`config.mk`:
```
export PLATFORM = sky130hd
export DESIGN_NAME = dpot_i2c_slave
export DESIGN_NICKNAME = d
export VERILOG_FILES = /design/src/verilog/dpot_pkg.sv /design/src/verilog/dpot_fifo.sv /design/src/verilog/dpot_i2c_slave.sv
export SDC_FILE = /design/constraint.sdc
export NUM_CORES = 1
export LEC_CHECK = 0
export BUFFER_PORTS_ARGS = -buffer_cell sky130_fd_sc_hd__buf_2
export CORE_MARGIN = 8
export CORE_UTILIZATION = 57
export CTS_BUF_LIST = sky130_fd_sc_hd__clkbuf_4
export DETAILED_ROUTE_END_ITERATION = 7
export GPL_TIMING_DRIVEN = 0
export PLACE_DENSITY = 0.78
export SYNTH_ARGS = -nofsm -noshare
export SYNTH_HDL_FRONTEND = slang
export SYNTH_HIERARCHICAL = 1
export SYNTH_SLANG_ARGS = --single-unit
```
`constraint.sdc`:
```
create_clock -name I_CLOCK -period 2.8 [get_ports I_CLOCK]
set_clock_uncertainty 0.2 [all_clocks]
set_input_delay 0.56 -clock I_CLOCK [delete_from_list [all_inputs] [get_ports I_CLOCK]]
set_output_delay 0.56 -clock I_CLOCK [all_outputs]
set_load 0.005 [all_outputs]
```
`src/verilog/dpot_pkg.sv`:
```
// shared constants and types of the dual potentiometer serial slave port
package dpot_pkg;

  // ************************************************************
  // addressing and command coding
  // ************************************************************
  localparam logic [3:0] ADDR_FIXED = 4'h5;
  localparam int ADDR_STRAP_W = 3;
  localparam int BYTE_W = 8;
  localparam logic [1:0] SEL_WIPER0 = 2'h0;
  localparam logic [1:0] SEL_WIPER1 = 2'h1;
  localparam logic [1:0] SEL_CONFIG = 2'h2;
  localparam logic [1:0] SEL_RESERVED = 2'h3;
  localparam int SEL_MSB = 7;
  localparam int SEL_LSB = 6;

  // ************************************************************
  // register layout and reset values
  // ************************************************************
  localparam int WIPER_W = 6;
  localparam int CFG_W = 3;
  localparam int CFG_VOLATILE_BIT = 2;
  localparam int CFG_ZC_BIT = 1;
  localparam int CFG_POS_BIT = 0;
  localparam logic [CFG_W-1:0] CFG_RESET = 3'h7;
  // wiper reset is a plain default: the device starts in mute
  localparam logic [WIPER_W-1:0] WIPER_RESET = 6'h3F;
  localparam logic [1:0] WIPER_READ_TOP = 2'h0;
  localparam logic [4:0] CFG_READ_TOP = 5'h10;

  // ************************************************************
  // timing
  // ************************************************************
  localparam int CLK_HZ = 20000000;
  localparam int NV_WRITE_MS = 10;
  localparam int NV_WRITE_CYCLES = (CLK_HZ / 1000) * NV_WRITE_MS;
  localparam int FIFO_DEPTH = 4;

  // one received command byte on its way to the register file
  typedef struct packed {
    logic [1:0] sel;
    logic [WIPER_W-1:0] value;
  } dpot_cmd_t;

  localparam int CMD_W = $bits(dpot_cmd_t);

endpackage : dpot_pkg
```
`src/verilog/dpot_fifo.sv`:
```
// small synchronous fifo with valid and ready on both sides
`timescale 1ns/10ps
module dpot_fifo #(
  parameter int WIDTH = 8,
  parameter int DEPTH = 4
) (
  input wire logic i_clock,
  input wire logic i_resetn,
  input wire logic i_in_valid,
  output logic o_in_ready,
  input wire logic [WIDTH-1:0] i_in_data,
  output logic o_out_valid,
  input wire logic i_out_ready,
  output logic [WIDTH-1:0] o_out_data
);

  localparam int PTR_W = (DEPTH > 1) ? $clog2(DEPTH) : 1;

  // refused at elaboration: the pointers wrap by plain overflow, so only powers of two work
  if (DEPTH < 2 || (DEPTH & (DEPTH - 1)) != 0 || WIDTH < 1) begin : g_bad_params
    $error("dpot_fifo: DEPTH must be a power of two >= 2");
  end

  logic [WIDTH-1:0] mem [DEPTH];
  logic [PTR_W-1:0] wr_ptr_reg;
  logic [PTR_W-1:0] rd_ptr_reg;
  logic [PTR_W:0] count_reg;
  logic push;
  logic pop;

  assign o_in_ready = (count_reg != DEPTH[PTR_W:0]);
  assign o_out_valid = (count_reg != '0);
  assign push = i_in_valid & o_in_ready;
  assign pop = o_out_valid & i_out_ready;
  assign o_out_data = mem[rd_ptr_reg];

  always_ff @(posedge i_clock) begin
    if (push) begin
      mem[wr_ptr_reg] <= i_in_data;
    end
  end

  always_ff @(posedge i_clock or negedge i_resetn) begin
    if (!i_resetn) begin
      wr_ptr_reg <= '0;
      rd_ptr_reg <= '0;
      count_reg <= '0;
    end else begin
      if (push) begin
        wr_ptr_reg <= wr_ptr_reg + 1'b1;
      end
      if (pop) begin
        rd_ptr_reg <= rd_ptr_reg + 1'b1;
      end
      if (push && !pop) begin
        count_reg <= count_reg + 1'b1;
      end else if (pop && !push) begin
        count_reg <= count_reg - 1'b1;
      end
    end
  end

endmodule : dpot_fifo

```
`src/verilog/dpot_i2c_slave.sv`:
```
// two-wire serial slave port with wiper and configuration registers
`timescale 1ns/10ps

// Overview of operation
// - serial lines only heeded while enable is low
// - strap pins must equal received low address
// - address byte is 0101 then three straps
// - direction bit one means read
// - direction bit zero means write
// - matching address acknowledged by pulling low
// - byte after write address is command
// - read order: wiper0, wiper1, configuration
// - acknowledged configuration byte wraps to wiper0
// - stop after an accepted command byte in nonvolatile mode starts storage write
// - stop in volatile mode writes no storage
// - device never drives the clock
// - data falling with clock high is start
// - data rising with clock high is stop
// - repeated start handled like ordinary start
// - data changes only while clock low
// - incoming bits sampled on clock rise
// - idle until a start is seen
// - command top bits select target, reserved ignored
// - mismatched address ignored until next start
// - no address acknowledge while storage write busy
// - transmit bits change on falling clock edge
module dpot_i2c_slave #(
  parameter int NV_CYCLES = dpot_pkg::NV_WRITE_CYCLES,
  parameter int FIFO_WORDS = dpot_pkg::FIFO_DEPTH
) (
  input wire logic I_CLOCK,
  input wire logic I_RESETN,
  input wire logic I_COMM_EN_N,
  input wire logic I_SCL,
  input wire logic I_SDA,
  output logic O_SDA,
  output logic O_SDA_OE,
  input wire logic I_ADDR_STRAP_BIT0,
  input wire logic I_ADDR_STRAP_BIT1,
  input wire logic I_ADDR_STRAP_BIT2,
  input wire logic I_APPLY_HOLD,
  output logic [dpot_pkg::WIPER_W-1:0] O_WIPER0,
  output logic [dpot_pkg::WIPER_W-1:0] O_WIPER1,
  output logic O_VOLATILE,
  output logic O_ZC_EN,
  output logic O_POS_CFG,
  output logic O_NV_WRITE_START,
  output logic O_NV_BUSY
);

  // refused at elaboration rather than at run time
  if (NV_CYCLES < 1 || FIFO_WORDS < 2) begin : g_bad_params
    $error("dpot_i2c_slave: NV_CYCLES must be >= 1 and FIFO_WORDS >= 2");
  end

  typedef enum logic [2:0] {
    ST_IDLE, ST_ADDR, ST_ADDR_ACK, ST_WR_DATA, ST_WR_ACK, ST_RD_DATA, ST_RD_ACK, ST_IGNORE
  } dpot_state_t;

  // ************************************************************
  // pin synchronisers and bus event detection
  // ************************************************************
  // pin order: enable_n, scl, sda, strap2, strap1, strap0
  logic [5:0] pins;
  logic [5:0] sync1_reg;
  logic [5:0] sync2_reg;
  logic scl_prev_reg;
  logic sda_prev_reg;
  logic en_n;
  logic scl;
  logic sda;
  logic [2:0] strap;

  assign pins = {I_COMM_EN_N, I_SCL, I_SDA, I_ADDR_STRAP_BIT2, I_ADDR_STRAP_BIT1, I_ADDR_STRAP_BIT0};
  assign en_n = sync2_reg[5];
  assign scl = sync2_reg[4];
  assign sda = sync2_reg[3];
  assign strap = sync2_reg[2:0];

  always_ff @(posedge I_CLOCK or negedge I_RESETN) begin
    if (!I_RESETN) begin
      sync1_reg <= 6'h3F;
      sync2_reg <= 6'h3F;
      scl_prev_reg <= 1'h1;
      sda_prev_reg <= 1'h1;
    end else begin
      sync1_reg <= pins;
      sync2_reg <= sync1_reg;
      scl_prev_reg <= scl;
      sda_prev_reg <= sda;
    end
  end

  logic scl_rise;
  logic scl_fall;
  logic start_ev;
  logic stop_ev;

  assign scl_rise = !scl_prev_reg && scl;
  assign scl_fall = scl_prev_reg && !scl;
  // a data edge only counts while the clock is high on both samples
  assign start_ev = scl_prev_reg && scl && sda_prev_reg && !sda;
  assign stop_ev = scl_prev_reg && scl && !sda_prev_reg && sda;

  // ************************************************************
  // protocol state machine
  // ************************************************************
  dpot_state_t state_reg;
  logic [3:0] bit_cnt_reg;
  logic [7:0] rx_reg;
  logic [7:0] tx_reg;
  logic [1:0] rd_sel_reg;
  logic drive_low_reg;
  logic rw_reg;
  logic ack_seen_reg;
  logic wrote_reg;
  logic nv_busy_reg;
  logic [31:0] nv_cnt_reg;
  logic fifo_in_ready;
  logic push_valid;
  dpot_pkg::dpot_cmd_t push_cmd;
  logic addr_match;
  logic [7:0] rd_byte;
  logic [1:0] rd_sel_next;
  logic nv_start;

  logic [dpot_pkg::WIPER_W-1:0] wiper0_reg;
  logic [dpot_pkg::WIPER_W-1:0] wiper1_reg;
  logic [dpot_pkg::CFG_W-1:0] cfg_reg;

  assign addr_match = (rx_reg[7:4] == dpot_pkg::ADDR_FIXED) && (rx_reg[3:1] == strap);

  // round robin read source; reserved code never selected
  assign rd_sel_next = (rd_sel_reg == dpot_pkg::SEL_CONFIG) ? dpot_pkg::SEL_WIPER0 : rd_sel_reg + 2'h1;

  always_comb begin
    rd_byte = {dpot_pkg::WIPER_READ_TOP, wiper0_reg};
    if (rd_sel_next == dpot_pkg::SEL_WIPER1) begin
      rd_byte = {dpot_pkg::WIPER_READ_TOP, wiper1_reg};
    end else if (rd_sel_next == dpot_pkg::SEL_CONFIG) begin
      rd_byte = {dpot_pkg::CFG_READ_TOP, cfg_reg};
    end
  end

  // command bytes are handed on only with a free fifo slot; a full fifo is answered by a not-acknowledge
  assign push_cmd.sel = rx_reg[dpot_pkg::SEL_MSB:dpot_pkg::SEL_LSB];
  assign push_cmd.value = rx_reg[dpot_pkg::WIPER_W-1:0];
  assign push_valid = (state_reg == ST_WR_DATA) && scl_fall && (bit_cnt_reg == 4'h8)
                      && (push_cmd.sel != dpot_pkg::SEL_RESERVED);

  always_ff @(posedge I_CLOCK or negedge I_RESETN) begin
    if (!I_RESETN) begin
      state_reg <= ST_IDLE;
      bit_cnt_reg <= 4'h0;
      rx_reg <= 8'h00;
      tx_reg <= 8'h00;
      rd_sel_reg <= dpot_pkg::SEL_WIPER0;
      drive_low_reg <= 1'h0;
      rw_reg <= 1'h0;
      ack_seen_reg <= 1'h0;
    end else if (en_n) begin
      state_reg <= ST_IDLE;
      drive_low_reg <= 1'h0;
      bit_cnt_reg <= 4'h0;
    end else if (start_ev) begin
      state_reg <= ST_ADDR;
      drive_low_reg <= 1'h0;
      bit_cnt_reg <= 4'h0;
    end else if (stop_ev) begin
      state_reg <= ST_IDLE;
      drive_low_reg <= 1'h0;
    end else begin
      case (state_reg)
        ST_ADDR, ST_WR_DATA: begin
          if (scl_rise && bit_cnt_reg != 4'h8) begin
            rx_reg <= {rx_reg[6:0], sda};
            bit_cnt_reg <= bit_cnt_reg + 4'h1;
          end else if (scl_fall && bit_cnt_reg == 4'h8) begin
            bit_cnt_reg <= 4'h0;
            if (state_reg == ST_ADDR) begin
              rw_reg <= rx_reg[0];
              if (addr_match && !nv_busy_reg) begin
                state_reg <= ST_ADDR_ACK;
                drive_low_reg <= 1'h1;
              end else begin
                state_reg <= ST_IGNORE;
              end
            end else if (fifo_in_ready) begin
              state_reg <= ST_WR_ACK;
              drive_low_reg <= 1'h1;
            end else begin
              state_reg <= ST_IGNORE;
            end
          end
        end
        ST_ADDR_ACK: begin
          if (scl_fall) begin
            if (rw_reg) begin
              state_reg <= ST_RD_DATA;
              rd_sel_reg <= dpot_pkg::SEL_WIPER0;
              tx_reg <= {dpot_pkg::WIPER_READ_TOP, wiper0_reg};
              // the first bit out is the fixed top bit of the wiper byte, never a wiper bit
              drive_low_reg <= ~dpot_pkg::WIPER_READ_TOP[1];
            end else begin
              state_reg <= ST_WR_DATA;
              drive_low_reg <= 1'h0;
            end
          end
        end
        ST_WR_ACK: begin
          if (scl_fall) begin
            state_reg <= ST_WR_DATA;
            drive_low_reg <= 1'h0;
          end
        end
        ST_RD_DATA: begin
          if (scl_rise) begin
            bit_cnt_reg <= bit_cnt_reg + 4'h1;
          end else if (scl_fall) begin
            if (bit_cnt_reg == 4'h8) begin
              state_reg <= ST_RD_ACK;
              drive_low_reg <= 1'h0;
            end else begin
              tx_reg <= {tx_reg[6:0], 1'h0};
              drive_low_reg <= ~tx_reg[6];
            end
          end
        end
        ST_RD_ACK: begin
          if (scl_rise) begin
            ack_seen_reg <= ~sda;
          end else if (scl_fall) begin
            bit_cnt_reg <= 4'h0;
            if (ack_seen_reg) begin
              state_reg <= ST_RD_DATA;
              rd_sel_reg <= rd_sel_next;
              tx_reg <= rd_byte;
              drive_low_reg <= ~rd_byte[7];
            end else begin
              state_reg <= ST_IGNORE;
            end
          end
        end
        default: begin
          drive_low_reg <= 1'h0;
        end
      endcase
    end
  end

  // open drain: the line is only ever pulled low, never driven high
  assign O_SDA = 1'h0;
  assign O_SDA_OE = drive_low_reg;

  // ************************************************************
  // storage write on stop
  // ************************************************************
  // set wins over clear: a byte taken on the stop cycle is impossible, but a push still keeps the flag
  always_ff @(posedge I_CLOCK or negedge I_RESETN) begin
    if (!I_RESETN) begin
      wrote_reg <= 1'h0;
    end else if (push_valid && fifo_in_ready) begin
      wrote_reg <= 1'h1;
    end else if (stop_ev || start_ev || en_n) begin
      wrote_reg <= 1'h0;
    end
  end

  assign nv_start = stop_ev && !en_n && wrote_reg && !cfg_reg[dpot_pkg::CFG_VOLATILE_BIT];

  always_ff @(posedge I_CLOCK or negedge I_RESETN) begin
    if (!I_RESETN) begin
      nv_busy_reg <= 1'h0;
      nv_cnt_reg <= 32'h0;
    end else if (nv_start) begin
      nv_busy_reg <= 1'h1;
      nv_cnt_reg <= 32'(NV_CYCLES - 1);
    end else if (nv_busy_reg) begin
      if (nv_cnt_reg == 32'h0) begin
        nv_busy_reg <= 1'h0;
      end else begin
        nv_cnt_reg <= nv_cnt_reg - 32'h1;
      end
    end
  end

  always_ff @(posedge I_CLOCK or negedge I_RESETN) begin
    if (!I_RESETN) begin
      O_NV_WRITE_START <= 1'h0;
    end else begin
      O_NV_WRITE_START <= nv_start;
    end
  end

  assign O_NV_BUSY = nv_busy_reg;

  // ************************************************************
  // command fifo and register file
  // ************************************************************
  logic fifo_out_valid;
  logic fifo_out_ready;
  dpot_pkg::dpot_cmd_t fifo_out_cmd;

  // updates wait while the analog side holds them off, and while storage is being written
  assign fifo_out_ready = !I_APPLY_HOLD && !nv_busy_reg;

  dpot_fifo #(
    .WIDTH(dpot_pkg::CMD_W),
    .DEPTH(FIFO_WORDS)
  ) u_cmd_fifo (
    .i_clock(I_CLOCK),
    .i_resetn(I_RESETN),
    .i_in_valid(push_valid),
    .o_in_ready(fifo_in_ready),
    .i_in_data(push_cmd),
    .o_out_valid(fifo_out_valid),
    .i_out_ready(fifo_out_ready),
    .o_out_data(fifo_out_cmd)
  );

  always_ff @(posedge I_CLOCK or negedge I_RESETN) begin
    if (!I_RESETN) begin
      wiper0_reg <= dpot_pkg::WIPER_RESET;
      wiper1_reg <= dpot_pkg::WIPER_RESET;
      cfg_reg <= dpot_pkg::CFG_RESET;
    end else if (fifo_out_valid && fifo_out_ready) begin
      if (fifo_out_cmd.sel == dpot_pkg::SEL_WIPER0) begin
        wiper0_reg <= fifo_out_cmd.value;
      end else if (fifo_out_cmd.sel == dpot_pkg::SEL_WIPER1) begin
        wiper1_reg <= fifo_out_cmd.value;
      end else if (fifo_out_cmd.sel == dpot_pkg::SEL_CONFIG) begin
        cfg_reg <= fifo_out_cmd.value[dpot_pkg::CFG_W-1:0];
      end
    end
  end

  assign O_WIPER0 = wiper0_reg;
  assign O_WIPER1 = wiper1_reg;
  assign O_VOLATILE = cfg_reg[dpot_pkg::CFG_VOLATILE_BIT];
  assign O_ZC_EN = cfg_reg[dpot_pkg::CFG_ZC_BIT];
  assign O_POS_CFG = cfg_reg[dpot_pkg::CFG_POS_BIT];

endmodule : dpot_i2c_slave

```
After elaboration in Yosys (flattened, before gate mapping)
Memories as Yosys holds them, arrays and structs flattened.
Cells that the tools add are included.
{"block": "op_classes", "n_reduce_logical": 57, "add_sub_neg": 7, "muxes": 75, "eq_ne": 43, "bitwise": 11}
{"operator": "32-bit 2-to-1 mux", "count": 3}
{"operator": "7-bit 2-to-1 mux", "count": 8}
{"operator": "5-bit inequality test, second input constant", "count": 11}
{"operator": "3-bit 2-to-1 mux", "count": 17}
{"operator": "32-bit zero test", "count": 1}
{"operator": "4-bit 2-to-1 mux", "count": 8}
{"operator": "32-bit by 1-bit subtractor with 32-bit output, second input constant", "count": 1}
{"operator": "1-bit 2-to-1 mux", "count": 24}
{"operator": "1-bit logical AND", "count": 22}
{"operator": "7-bit one-hot mux with 3 select lines", "count": 1}
{"operator": "2-bit inequality test, second input constant", "count": 10}
{"operator": "2-bit 2-to-1 mux", "count": 8}
{"operator": "8-bit 2-to-1 mux", "count": 2}
{"operator": "4-bit inequality test, second input constant", "count": 4}
{"operator": "3-bit one-hot mux with 5 select lines", "count": 1}
{"operator": "6-bit inequality test, second input constant", "count": 2}
{"operator": "4-bit one-hot mux with 3 select lines", "count": 1}
{"operator": "12-bit AND reduction", "count": 1}
{"operator": "11-bit AND reduction", "count": 1}
{"operator": "1-bit zero test", "count": 10}
{"operator": "10-bit AND reduction", "count": 1}
{"operator": "5-bit AND reduction", "count": 2}
{"operator": "3-bit equality test, second input constant", "count": 3}
{"operator": "1-bit NOT", "count": 9}
{"operator": "28 further kinds", "count": 42}
{"block": "word_totals", "input_bits": 9, "n_memories": 1, "out_inout_bits": 19, "ff_bits": 98, "wordCells": 216, "ram_bits": 32}
{"name": "u_cmd_fifo.mem", "words": 4, "word_bits": 8, "read_ports": 1, "rd_ports_with_merged_regs": 0, "wr": 1, "line": "dpot_fifo.sv:24", "source": "logic [WIDTH-1:0] mem [DEPTH];"}

Depth between registers and ports, before layout
Gate-level depths: netlist (run 1).
{"block": "depth", "word_depth": 13, "ltp_mapped": 12}

Cells and area by module
Netlist (run 1), hierarchy kept.
{"module": "dpot_i2c_slave", "n_inst": 1, "area_per_inst_um2": 4489.3, "seq_area_each_um2": 2313.5, "cells_each": 423}
{"module": "dpot_fifo", "n_inst": 1, "area_per_inst_um2": 1584.0, "seq_area_each_um2": 1136.1, "cells_each": 77}

Least setup slack after synthesis (run 1)
No wires, ideal clock.
{"block": "synth_timing", "path_kind": "register -> register", "start": "register scl_prev_reg", "end": "register u_cmd_fifo.count_reg[2]", "n_path_buf": 0, "setup_time_ps": 79, "synth_period_minus_slack_ps": 2712, "stages_incl_launch_ff": 11, "slack_ps": 88, "t_arrival_ps": 2432, "cell_sequence": "dfstp_2 > nor2b_1 > nand2_1 > nor3_1 > a21boi_2 > ha_1 > inv_1 > fa_1 > xor2_1 > nor2_1 > xor2_1"}
{"block": "synth_between", "elab_chain_cells": 8, "elab_cells_between_ends": 10, "classes_between": "mux (1); bitwise (1); reduce/logical (8)"}
{"element": "from (decl)", "line": "dpot_i2c_slave.sv:67", "source": "logic scl_prev_reg;"}
{"element": "from (signal assigned)", "line": "dpot_i2c_slave.sv:89", "source": "scl_prev_reg <= scl;"}
{"element": "1-bit logical AND *", "line": "dpot_i2c_slave.sv:100", "source": "assign scl_fall = scl_prev_reg && !scl;"}
{"element": "1-bit logical AND * (2 in a row)", "line": "dpot_i2c_slave.sv:148", "source": "assign push_valid = (state_reg == ST_WR_DATA) && scl_fall && (bit_cnt_reg == 4'h8)"}
{"element": "1-bit logical AND *", "line": "dpot_i2c_slave.sv:149", "source": "&& (push_cmd.sel != dpot_pkg::SEL_RESERVED);"}
{"element": "named net push_valid", "line": "dpot_i2c_slave.sv:120", "source": "logic push_valid;"}
{"element": "1-bit bitwise AND *", "line": "dpot_fifo.sv:33", "source": "assign push = i_in_valid & o_in_ready;"}
{"element": "named net u_cmd_fifo.push", "line": "dpot_fifo.sv:28", "source": "logic push;"}
{"element": "1-bit zero test", "line": "dpot_fifo.sv:57", "source": "end else if (pop && !push) begin"}
{"element": "1-bit logical AND", "line": "dpot_fifo.sv:57"}
{"element": "2-bit nonzero test (no source line)"}
{"element": "to (signal assigned)", "line": "dpot_fifo.sv:56", "source": "count_reg <= count_reg + 1'b1;"}
{"element": "to (signal assigned)", "line": "dpot_fifo.sv:58", "source": "count_reg <= count_reg - 1'b1;"}
{"element": "to (decl)", "line": "dpot_fifo.sv:27", "source": "logic [PTR_W:0] count_reg;"}
Mark *: on every way through the listed nets, which the timed path passes. The rest lies on a longest branch.
A chain may end at the register's enable or synchronous reset.

Worst setup path after layout (run 1)
{"block": "layout_timing", "start": "register nv_cnt_reg[12]", "end": "register nv_cnt_reg[29]"}
{"block": "layout_between", "elab_chain_cells": 4, "elab_cells_between_ends": 7, "classes_between": "add/sub (1); eq/ne (1); mux (3); reduce/logical (2)"}
{"element": "from (decl)", "line": "dpot_i2c_slave.sv:118", "source": "logic [31:0] nv_cnt_reg;"}
{"element": "from (signal assigned)", "line": "dpot_i2c_slave.sv:277", "source": "nv_cnt_reg <= 32'(NV_CYCLES - 1);"}
{"element": "from (signal assigned)", "line": "dpot_i2c_slave.sv:282", "source": "nv_cnt_reg <= nv_cnt_reg - 32'h1;"}
{"element": "32-bit by 1-bit subtractor with 32-bit output", "line": "dpot_i2c_slave.sv:282"}
{"element": "32-bit 2-to-1 mux", "line": "dpot_i2c_slave.sv:279", "source": "if (nv_cnt_reg == 32'h0) begin"}
{"element": "32-bit 2-to-1 mux", "line": "dpot_i2c_slave.sv:278", "source": "end else if (nv_busy_reg) begin"}
{"element": "32-bit 2-to-1 mux", "line": "dpot_i2c_slave.sv:275", "source": "end else if (nv_start) begin"}
Parallel ways exist; a longest one is shown, timed or not. The select of a mux whose other input is x is not followed.

==> results by group, run 1 <==
Worst setup path
  – CP startpoint kind: flop
  – Crit path required time: 3.07 ns
  – Element type at the critical path end: flop
  – Reg-to-reg critical path startpoint: nv_cnt_reg[12]
  – Slowest cell on the critical path: or4b_4
  – Crit Path Class: flop to flop
  – Critical path, cell by cell: or3_1 -> buf_6 -> or4b_4 -> buf_6 -> or4_4 -> or3_1 -> a21oi_1
  – CP max stage delay: 0.53 ns
  – Critical Path AT: 3.04 ns
  – Crit path max fanout: 4
  – Crit path launch: nv_cnt_reg[12]
  – Worst Path Buf+Inv: 2
  – CP delay by family, top: simple AND/OR/NAND/NOR gates

Clock tree
  – CTS max path bufs: 2
  – CTS HTree Levels: 4
  – Root Buffer: clkbuf_4
  – TritonCTS clock tree: done
  – Worst-Skew Late Latency: 0.54 ns
  – CTS clock-pin slew for the worst setup and hold paths: 0.12 ns
  – Clock sink total: 130
  – TritonCTS Buffers: 17

Final layout
  – Most frequent cells in the layout: dfrtp_1, nor2_1, nand2_1, edfxtp_1
  – Fill count: 742
  – Fin nets: 577
  – Layout area overhead: 14.94%
  – Commonest non-fill, non-tap cell in the layout: dfrtp_1
  – FF+latch area: 3452 sq um
  – Final Util: 0.6762
  – Area of the multi-input gates: 2606 sq um
  – Share of cells above drive strength 1: 0.3164
  – N_diodes: 0

Global route
  – Largest net degree at the start of global routing: 63
  – First-pass GRT wire length: 20800 um
  – Gr usage total: 0.1854
  – Vias in the first global route: 4150
  – Initial antenna violation count: 0
  – Grt total ovfl: 0

Pwr
  – Reg power frac: 0.579
  – Switching share of power: 0.2274
  – Lkg Pwr: 2.961 nW
  – PD cells: 491.7 nW/um^2
  – Tot Pwr: 3.432 mW
  – Clock share of power: 0.390
  – Power Internal: 2.651 mW
  – Worst VDD drop: 417.7 uV
  – Switching pwr: 780.6 uW
  – Gate power share: 0.031

Drt
  – Final ANT Viol Nets: 0
  – TritonRoute pass-1 iters: 8
  – Final WL: 12870 um
  – DRT iter0 DRCs: 416
  – Drt via density: 6.020
  – Wire length per cell: 18.18 um
  – Vias post-DR: 4262
  – DRC viols: 0

Die
  – Row count: 37
  – Effective utilization at floorplan: 0.5883
  – Chip width: 119.2 um
  – Io pins: 28
  – Full die area: 14210 sq um
  – Core area: 10320 sq um
  – Die height: 119.2 um

Synthesis
  – Post-synthesis compound-gate area fraction: 0.08570
  – Sequential area share after synthesis: 0.5680
  – Synth cell types: 69
  – Syn_area_per_cell: 12.15 sq um
  – Post-synth top flop: dfrtp_1
  – Dominant combinational cell family by area after synthesis: simple AND/OR/NAND/NOR gates
  – EDFF count, synth: 32
  – Yosys warns: 6
  – #FFs+latches synth: 130
  – Post-Synth Adder-Cell Area: 0.01978
  – Mapped Cells: 500
  – Synth Net Count: 518
  – Simple-Gate Fraction of Synth Area: 0.1582
  – Mux contribution to synthesized area: 0.1024
  – Post-Synth XOR/XNOR Area: 0.04182
  – Post-Synthesis Cell Area: 6073 sq um
  – FFs w/ async S/R, synth: 0.7538

Timing
  – Max-slew violation count: 0
  – Tightest Pin Transition: 0.9150 ns
  – RSZ-0062 raised after global routing: true
  – Fin. Hold Viols: 0
  – Setup Viol. Count Final: 0
  – FMAX: 0.3618 GHz
  – Slew Limit Headroom: 0.3853
  – Final period util: 0.9871
  – Tmin final: 2.764 ns

Status
  – Status: finished, final reports clean

Worst hold path
  – Worst hold path class: primary input to flop
  – Hold wc startpoint: I_APPLY_HOLD

Placed design
  – GP Congestion: 0.8660
  – DP HPWL: 8577 um
  – Port buffer count: 26

Flow run
  – Max-cap violations: 0
worst reg2reg max path, stage by stage, from the launching register on:
cell	delay [ns]
dfrtp_1	0.40
or3_1	0.38
buf_6	0.13
or4b_4	0.53
buf_6	0.14
or4_4	0.43
or3_1	0.33
a21oi_1	0.15
repair_timing:
item | 4_1_cts | 5_1_grt
setup buffers | 5 | 4
pin swaps | 4 | 4
hold buffers | 7 | 0
gates resized for setup | 20 | 23
gates cloned | 0 | 0
endpoints found under the hold margin | 35 | 0
endpoints found under the setup margin | 47 | 32
power groups by stage:
stage	Combinational (mW)	Clock (mW)	Sequential (mW)
floorplan	0.0428	0	2.02
global placement	0.0890	0	2.02
detailed placement	0.0964	0	2.02
CTS	0.106	1.37	1.99
global route	0.120	1.44	1.99
finish	0.107	1.34	1.99
synth_stat cells, types with 5 or more instances:
cell      count  area (sq um)
nor2_1       38         142.6
dfstp_2      29         762.0
o211ai_1      6         45.04
nor4_1       10         62.56
nor3_1       12         60.06
mux2_2       29         326.6
dfrtp_1      69          1727
inv_1        16         60.06
nand4_1       5         31.28
o311ai_0      6         52.55
and2_1        5         31.28
xor2_1       16         140.1
mux2i_1      10         100.1
nand3_1      13         65.06
o31ai_1       6         45.04
edfxtp_1     32         960.9
o21ai_0      15         75.07
ha_1          8         100.1
or3_1         9         56.30
a21oi_1      12         60.06
mux4_2        8         180.2
nand2_1      36         135.1
clkbuf_1     12         45.04
a222oi_1      6         60.06
xnor2_1      13         113.9
nand2b_1      9         56.30
nor2b_1       6         37.54
path summary, 6_finish.rpt:
| check | end | slack (ns) | cells after the start |
|---|---|---|---|
| max | nv_cnt_reg[29] | 0.04 | 7 |
| min | u_cmd_fifo/rd_ptr_reg[0] | 0.15 | 4 |
| max reg2reg | nv_cnt_reg[29] | 0.04 | 7 |
| min reg2reg | sync2_reg[3] | 0.16 | 0 |
| max in group asynchronous | sync2_reg[2] | 1.35 | 3 |
| min in group asynchronous | rd_sel_reg[1] | 0.32 | 2 |
layer usage:
layer | global-route usage | share of wire | wire, um | vias up
met4 | 0.08142 | 0.021 | 273 | 0
li1 | - | - | - | 1967
met2 | 0.2975 | 0.49 | 6372 | 125
met5 | 0 | 0 | 0 | -
met3 | 0.05338 | 0.053 | 685 | 29
met1 | 0.2292 | 0.43 | 5541 | 2141
logic make-up after synthesis:
family,after synthesis
other,1
and+or+nand+nor,175
xor gates and xnor gates,29
adders and majority gates,9
AOI/OAI and AO/OA,73
DFF,130
muxes,48
buffers and inverters,35
through the flow:
stage	cell area (sq um)	hold slack [ns]	TNS [ns]	setup slack, ns	cells
floorplan	6073	0.06441	0	0.08835	500
finish	6980	0.1530	0	0.03621	708
global placement	6374	0.1458	-4.840	-0.3792	662
CTS	6877	0.1019	0	0.01107	706
global route	6980	0.1287	-0.7517	-0.06615	708
detailed placement	6404	0.1473	-5.742	-0.3973	663
layout make-up:
class	count	area share
Sequential cell	130	0.4945
Tap cell	136	0.02438
Clock inverter	13	0.02276
Inverter	16	0.008604
Multi-Input combinational cell	335	0.3734
Clock buffer	19	0.02043
Timing Repair Buffer	43	0.04266
Buffer	16	0.01326
No activity file was read; power rests on OpenSTA's default activity.
==> run 2, diff against run 1 <==
--- a/config.mk
+++ b/config.mk
@@ -6,6 +6,7 @@
 export NUM_CORES = 1
 export LEC_CHECK = 0
 export BUFFER_PORTS_ARGS = -buffer_cell sky130_fd_sc_hd__buf_2
+export CORE_ASPECT_RATIO = 0.8
 export CORE_MARGIN = 8
 export CORE_UTILIZATION = 57
 export CTS_BUF_LIST = sky130_fd_sc_hd__clkbuf_4
==> run 2 against run 1 <==
Critical path type unchanged. Via count is 0.96% lower. Clock power hardly changed. Global-route usage is 0.29 points lower. Critical path depth is 2 lower. Clock-buffer cell count is 1 lower. Wire length is 3.2% lower. Flip-flop and latch count stayed put. Critical endpoint is now nv_cnt_reg[19].
==> results by group, run 2 (synthesis gave the netlist of run 1 again) <==
Global route
  – Initial antenna violation count: 0
  – Grt total ovfl: 0
  – Vias in the first global route: 4170
  – Largest net degree at the start of global routing: 68
  – First-pass GRT wire length: 20870 um
  – Gr usage total: 0.1825

Die
  – Io pins: 28
  – Die height: 108.3 um
  – Core area: 10320 sq um
  – Chip width: 131.4 um
  – Full die area: 14230 sq um
  – Effective utilization at floorplan: 0.5884
  – Row count: 33

Final layout
  – Finished Layout Cells: 711
  – Fill count: 755
  – Layout area overhead: 14.85%
  – Commonest non-fill, non-tap cell in the layout: dfrtp_1
  – Fin nets: 576
  – Most frequent cells in the layout: dfrtp_1, nor2_1, nand2_1, edfxtp_1
  – Share of cells above drive strength 1: 0.3152
  – N_diodes: 0

Timing
  – Max-slew violation count: 0
  – Setup Viol. Count Final: 0
  – Fin. Hold Viols: 0
  – Min Hold Slack: 0.1646 ns
  – Slew Limit Headroom: 0.3141
  – Tmin final: 2.748 ns
  – RSZ-0062 raised after global routing: true
  – FMAX: 0.3639 GHz
  – Final period util: 0.9814
  – Tightest Pin Transition: 1.021 ns

Clock tree
  – Root Buffer: clkbuf_4
  – TritonCTS clock tree: done
  – TritonCTS Buffers: 17
  – Clock sink total: 130
  – Worst-Skew Late Latency: 0.53 ns
  – CTS max path bufs: 2
  – CTS HTree Levels: 4
  – CTS clock-pin slew for the worst setup and hold paths: 0.12 ns

Worst setup path
  – Crit Path Class: flop to flop
  – Element type at the critical path end: flop
  – Critical Path AT: 2.98 ns
  – CP endpoint: nv_cnt_reg[19]
  – Crit path required time: 3.03 ns
  – Reg2reg path depth: 5
  – CP max stage delay: 0.61 ns
  – CP startpoint kind: flop
  – Crit path launch: O_NV_BUSY
  – Reg-to-reg critical path startpoint: O_NV_BUSY
  – Slowest cell on the critical path: a211oi_2
  – Crit path max fanout: 8
  – RR Endpoint: nv_cnt_reg[19]
  – R2R Setup Slk: 0.05 ns
  – Critical path, cell by cell: nor3b_1 -> nand4_1 -> a211oi_2 -> a21oi_1 -> a31o_2

Drt
  – Drt via density: 5.937
  – DRT iter0 DRCs: 423
  – Final WL: 12460 um
  – DRC viols: 0
  – Vias post-DR: 4221
  – Wire length per cell: 17.53 um
  – TritonRoute pass-1 iters: 6
  – Final ANT Viol Nets: 0

Placed design
  – Port buffer count: 26
  – Inst Count DP: 667
  – GP Congestion: 0.9050
  – DP HPWL: 8403 um

Pwr
  – Worst VDD drop: 405.4 uV
  – PD cells: 490.3 nW/um^2
  – Lkg Pwr: 2.954 nW

Status
  – Status: finished, final reports clean

Flow run
  – Max-cap violations: 0

Worst hold path
  – Worst hold path class: flop to flop
run 2: cell count changes in the layout (fill, tap and decap cells not counted), moves of 2 or more:
cell and delta:
dfrtp_1 +2, dfrtp_2 -2, inv_6 +5, clkinv_1 -3
run 2: final cells by class:
cell class              instances  area [sq um]  share of cell area
clock buffers                  18         135.1             0.01937
clock inverters                14         165.2             0.02368
plain buffers                  15         91.34             0.01309
inverters                      16         60.06            0.008610
multi-input cells             335          2601              0.3729
repair buffers                 43         297.8             0.04269
well taps                     140         175.2             0.02511
flip-flops and latches        130          3450              0.4945
run 2: worst min-delay path by stage:
stage                      start                  endpoint  slack (ns)  depth (start not counted)
floorplan               I_RESETN                 O_NV_BUSY        0.06                          0
global placement    sync1_reg[0]              sync2_reg[0]        0.15                          0
detailed placement  sync1_reg[0]              sync2_reg[0]        0.15                          0
CTS                 I_APPLY_HOLD  u_cmd_fifo/rd_ptr_reg[0]        0.15                          4
global route        sync1_reg[5]              sync2_reg[5]        0.17                          0
finish              sync1_reg[5]              sync2_reg[5]        0.16                          0
run 2: through the flow:
stage / setup slack [ns] / power (mW) / area, sq um / utilization / setup TNS [ns]
after global placement: -0.3226 / 2.111 / 6379 / 0.6179 / -4.262
after floorplan: 0.08835 / 2.061 / 6073 / - / 0
after global routing: -0.1472 / 3.541 / 6975 / 0.6758 / -0.5294
after detailed placement: -0.3504 / 2.122 / 6409 / 0.6208 / -5.371
final: 0.05196 / 3.420 / 6975 / 0.6758 / 0
after CTS: -0.01950 / 3.453 / 6877 / 0.6662 / -0.06158
run 2: layer usage:
layer	vias to the layer above	global-route usage	share of wire
met5	-	0	0
met4	0	0.05969	0.012
met3	17	0.04495	0.056
met2	115	0.2927	0.48
met1	2121	0.2423	0.45
li1	1968	-	-
run 2: power breakdown:
group	internal [mW]	total, mW	switching, mW
Combinational	0.0434	0.106	0.0621
Clock	0.569	1.33	0.757
Sequential	1.97	1.99	0.0194
run 2: critical path: cells and delay by family (launching register included):
family / cells / cell delay [ns]
flops: 1 / 0.55
simple gates: 2 / 0.91
compound gates: 3 / 0.99
run 2: timing repair:
item / in CTS / in global routing
hold buffers: 7 / 0
pin swaps: 2 / 5
setup buffers: 4 / 5
endpoints found under the hold margin: 30 / 0
setup endpoints to repair: 55 / 28
gates resized for setup: 21 / 17
==> run 3, diff against run 2 <==
--- a/config.mk
+++ b/config.mk
@@ -12,8 +12,7 @@
 export CTS_BUF_LIST = sky130_fd_sc_hd__clkbuf_4
 export DETAILED_ROUTE_END_ITERATION = 7
 export GPL_TIMING_DRIVEN = 0
-export PLACE_DENSITY = 0.78
+export PLACE_DENSITY = 0.82
 export SYNTH_ARGS = -nofsm -noshare
 export SYNTH_HDL_FRONTEND = slang
-export SYNTH_HIERARCHICAL = 1
 export SYNTH_SLANG_ARGS = --single-unit
==> run 3 against run 2 <==
The flow now finishes with violations (negative setup slack). Worst setup slack got worse by 0.11 ns. Global-route usage increased by 0.95 points. Clock-buffer cell count increased by 3. Sequential power increased by 14%. Flip-flop and latch count unchanged. Highest routed layer unchanged.
==> results by group, run 3 <==
Status
  – Status: complete, but fails checks
  – Failing checks: negative setup slack

Synthesis
  – Post-Synthesis Cell Area: 6082 sq um
  – Post-synth top area cell: dfrtp_1
  – Share of the synthesized area in the top cell type: 0.2839
  – Sequential area share after synthesis: 0.5672
  – EDFF count, synth: 32
  – Area contributors post-synth: dfrtp_1, edfxtp_1, dfstp_2, mux2_2, mux4_2
  – Post-synth top flop: dfrtp_1
  – Synth cell types: 70
  – Synth Net Count: 536
  – Most frequent cells after synthesis: dfrtp_1, nor2_1, nand2_1
  – Syn_area_per_cell: 11.74 sq um
  – FFs w/ async S/R, synth: 0.7538
  – #FFs+latches synth: 130
  – Mapped Cells: 518
  – Most frequent cell after synthesis: dfrtp_1
  – Yosys warns: 0

Worst setup path
  – Crit path max fanout: 8
  – CP startpoint kind: flop
  – Crit path required time: 2.98 ns
  – Crit Path Class: flop to flop
  – Element type at the critical path end: flop
  – Critical Path AT: 3.03 ns

Timing
  – Slew Limit Headroom: 0.4693
  – Tmin final: 2.853 ns
  – FMAX: 0.3505 GHz
  – Max-slew violation count: 0
  – Tightest Pin Transition: 0.7888 ns
  – RSZ-0062 raised after global routing: true
  – Fin. Hold Viols: 0
  – Final period util: 1.019
  – Final WS setup: -0.05341 ns
  – Setup Viol. Count Final: 7

Clock tree
  – CTS HTree Levels: 4
  – TritonCTS clock tree: done
  – Worst-Skew Late Latency: 0.53 ns
  – Clock sink total: 130
  – CTS clock-pin slew for the worst setup and hold paths: 0.11 ns
  – Root Buffer: clkbuf_4
  – TritonCTS Buffers: 17
  – CTS max path bufs: 2

Die
  – Effective utilization at floorplan: 0.5892
  – Full die area: 14250 sq um
  – Row count: 33
  – Core area: 10320 sq um
  – Io pins: 28
  – Die height: 108.4 um
  – Chip width: 131.5 um

Drt
  – Vias post-DR: 4492
  – Final ANT Viol Nets: 0
  – Final WL: 13610 um
  – Drt via density: 6.046
  – DRT iter0 DRCs: 663
  – Wire length per cell: 18.32 um
  – DRC viols: 0
  – TritonRoute pass-1 iters: 5

Placed design
  – GP Congestion: 0.8748
  – Pre-CTS setup slack: -0.3858 ns
  – Port buffer count: 26
  – DP HPWL: 8832 um

Pwr
  – PD cells: 613.3 nW/um^2
  – Tot Pwr: 4.338 mW
  – Lkg Pwr: 2.996 nW
  – Worst VDD drop: 372.4 uV

Global route
  – Vias in the first global route: 4378
  – Largest net degree at the start of global routing: 72
  – Initial antenna violation count: 1
  – Gr usage total: 0.1920
  – Grt total ovfl: 0
  – First-pass GRT wire length: 21810 um

Final layout
  – Fin nets: 607
  – Most frequent cells in the layout: dfrtp_1, nor2_1, nand2_1, edfxtp_1
  – FF+latch area: 3450 sq um
  – Commonest non-fill, non-tap cell in the layout: dfrtp_1
  – Fill count: 747
  – Area of the multi-input gates: 2623 sq um
  – Layout area overhead: 16.29%
  – Share of cells above drive strength 1: 0.3040

Flow run
  – Max-cap violations: 0

Worst hold path
  – Worst hold path class: flop to flop
-- run 3: cell count changes after synthesis, moves of 7 or more --
cell,delta
a21oi_1,+11
or4_1,+7
mux2i_1,-8
nor2_1,+7
nor3_1,+8
-- run 3: what timing repair did --
item / CTS / global route
hold buffers: 7 / 0
gates resized for setup: 8 / 21
endpoints found under the hold margin: 19 / 0
buffers inserted: 5 / 12
pin swaps: 4 / 9
cloned: 1 / 0
setup endpoints to repair: 23 / 41
-- run 3: cells by family after synthesis --
kind of cell / Yosys count / share of synthesized area
simple gates: 190 / 0.1648
flops: 130 / 0.5672
compound gates: 89 / 0.1025
mux: 39 / 0.08661
buf+inv: 35 / 0.02263
xor+xnor: 25 / 0.03600
fa+ha+maj: 9 / 0.01975
other cells: 1 / 0.0006166
-- run 3: final timing paths --
path | from | cells after the start | slack, ns | endpoint
max | nv_cnt_reg[12] | 7 | -0.05 | nv_cnt_reg[5]
min | sync1_reg[2] | 0 | 0.16 | sync2_reg[2]
max reg2reg | nv_cnt_reg[12] | 7 | -0.05 | nv_cnt_reg[5]
min reg2reg | sync1_reg[2] | 0 | 0.16 | sync2_reg[2]
max in group asynchronous | I_RESETN | 3 | 1.39 | sda_prev_reg
min in group asynchronous | I_RESETN | 2 | 0.28 | tx_reg[3]
-- run 3: final cells by class --
class / instances / area share
clock buffers: 21 / 0.02229
multi-input cells: 354 / 0.3708
clock inverters: 11 / 0.02264
repair buffers: 51 / 0.05059
inverters: 17 / 0.009376
flip-flops and latches: 130 / 0.4877
diodes: 1 / 0.0003538
plain buffers: 18 / 0.01150
well taps: 140 / 0.02477
-- run 3: worst max-delay path, cell delays in order, from the launching register on --
cell and delay (ns):
dfrtp_1 0.41, or4_4 0.59, or3_4 0.38, or4_4 0.53, buf_6 0.16, a21oi_4 0.23, or3_1 0.14, nand3_1 0.08
-- run 3: power breakdown --
part / switching (mW) / leakage [nW] / internal, mW
clock network: 0.667 / 0.167 / 0.742
registers: 0.134 / 1.53 / 2.13
logic: 0.334 / 1.30 / 0.331
-- run 3: metal layers --
layer / global-route usage / vias up / part of all wire
met5: 0 / - / 0
met4: 0.08013 / 0 / 0.023
met3: 0.05746 / 35 / 0.071
met2: 0.2996 / 201 / 0.48
met1: 0.2484 / 2202 / 0.43
li1: - / 2054 / -
-- run 3: stage by stage --
step | util | TNS, ns | hold WS, ns | cells | cell area (sq um)
2_1_floorplan | - | 0 | 0.06441 | 518 | 6095
3_3_place_gp | 0.6200 | -0.9078 | 0.1457 | 684 | 6400
3_5_place_dp | 0.6229 | -1.834 | 0.1472 | 685 | 6430
4_1_cts | 0.6682 | -0.1487 | 0.1570 | 730 | 6898
5_1_grt | 0.6852 | -0.8416 | 0.1655 | 743 | 7073
6_report | 0.6852 | -0.1967 | 0.1577 | 743 | 7073
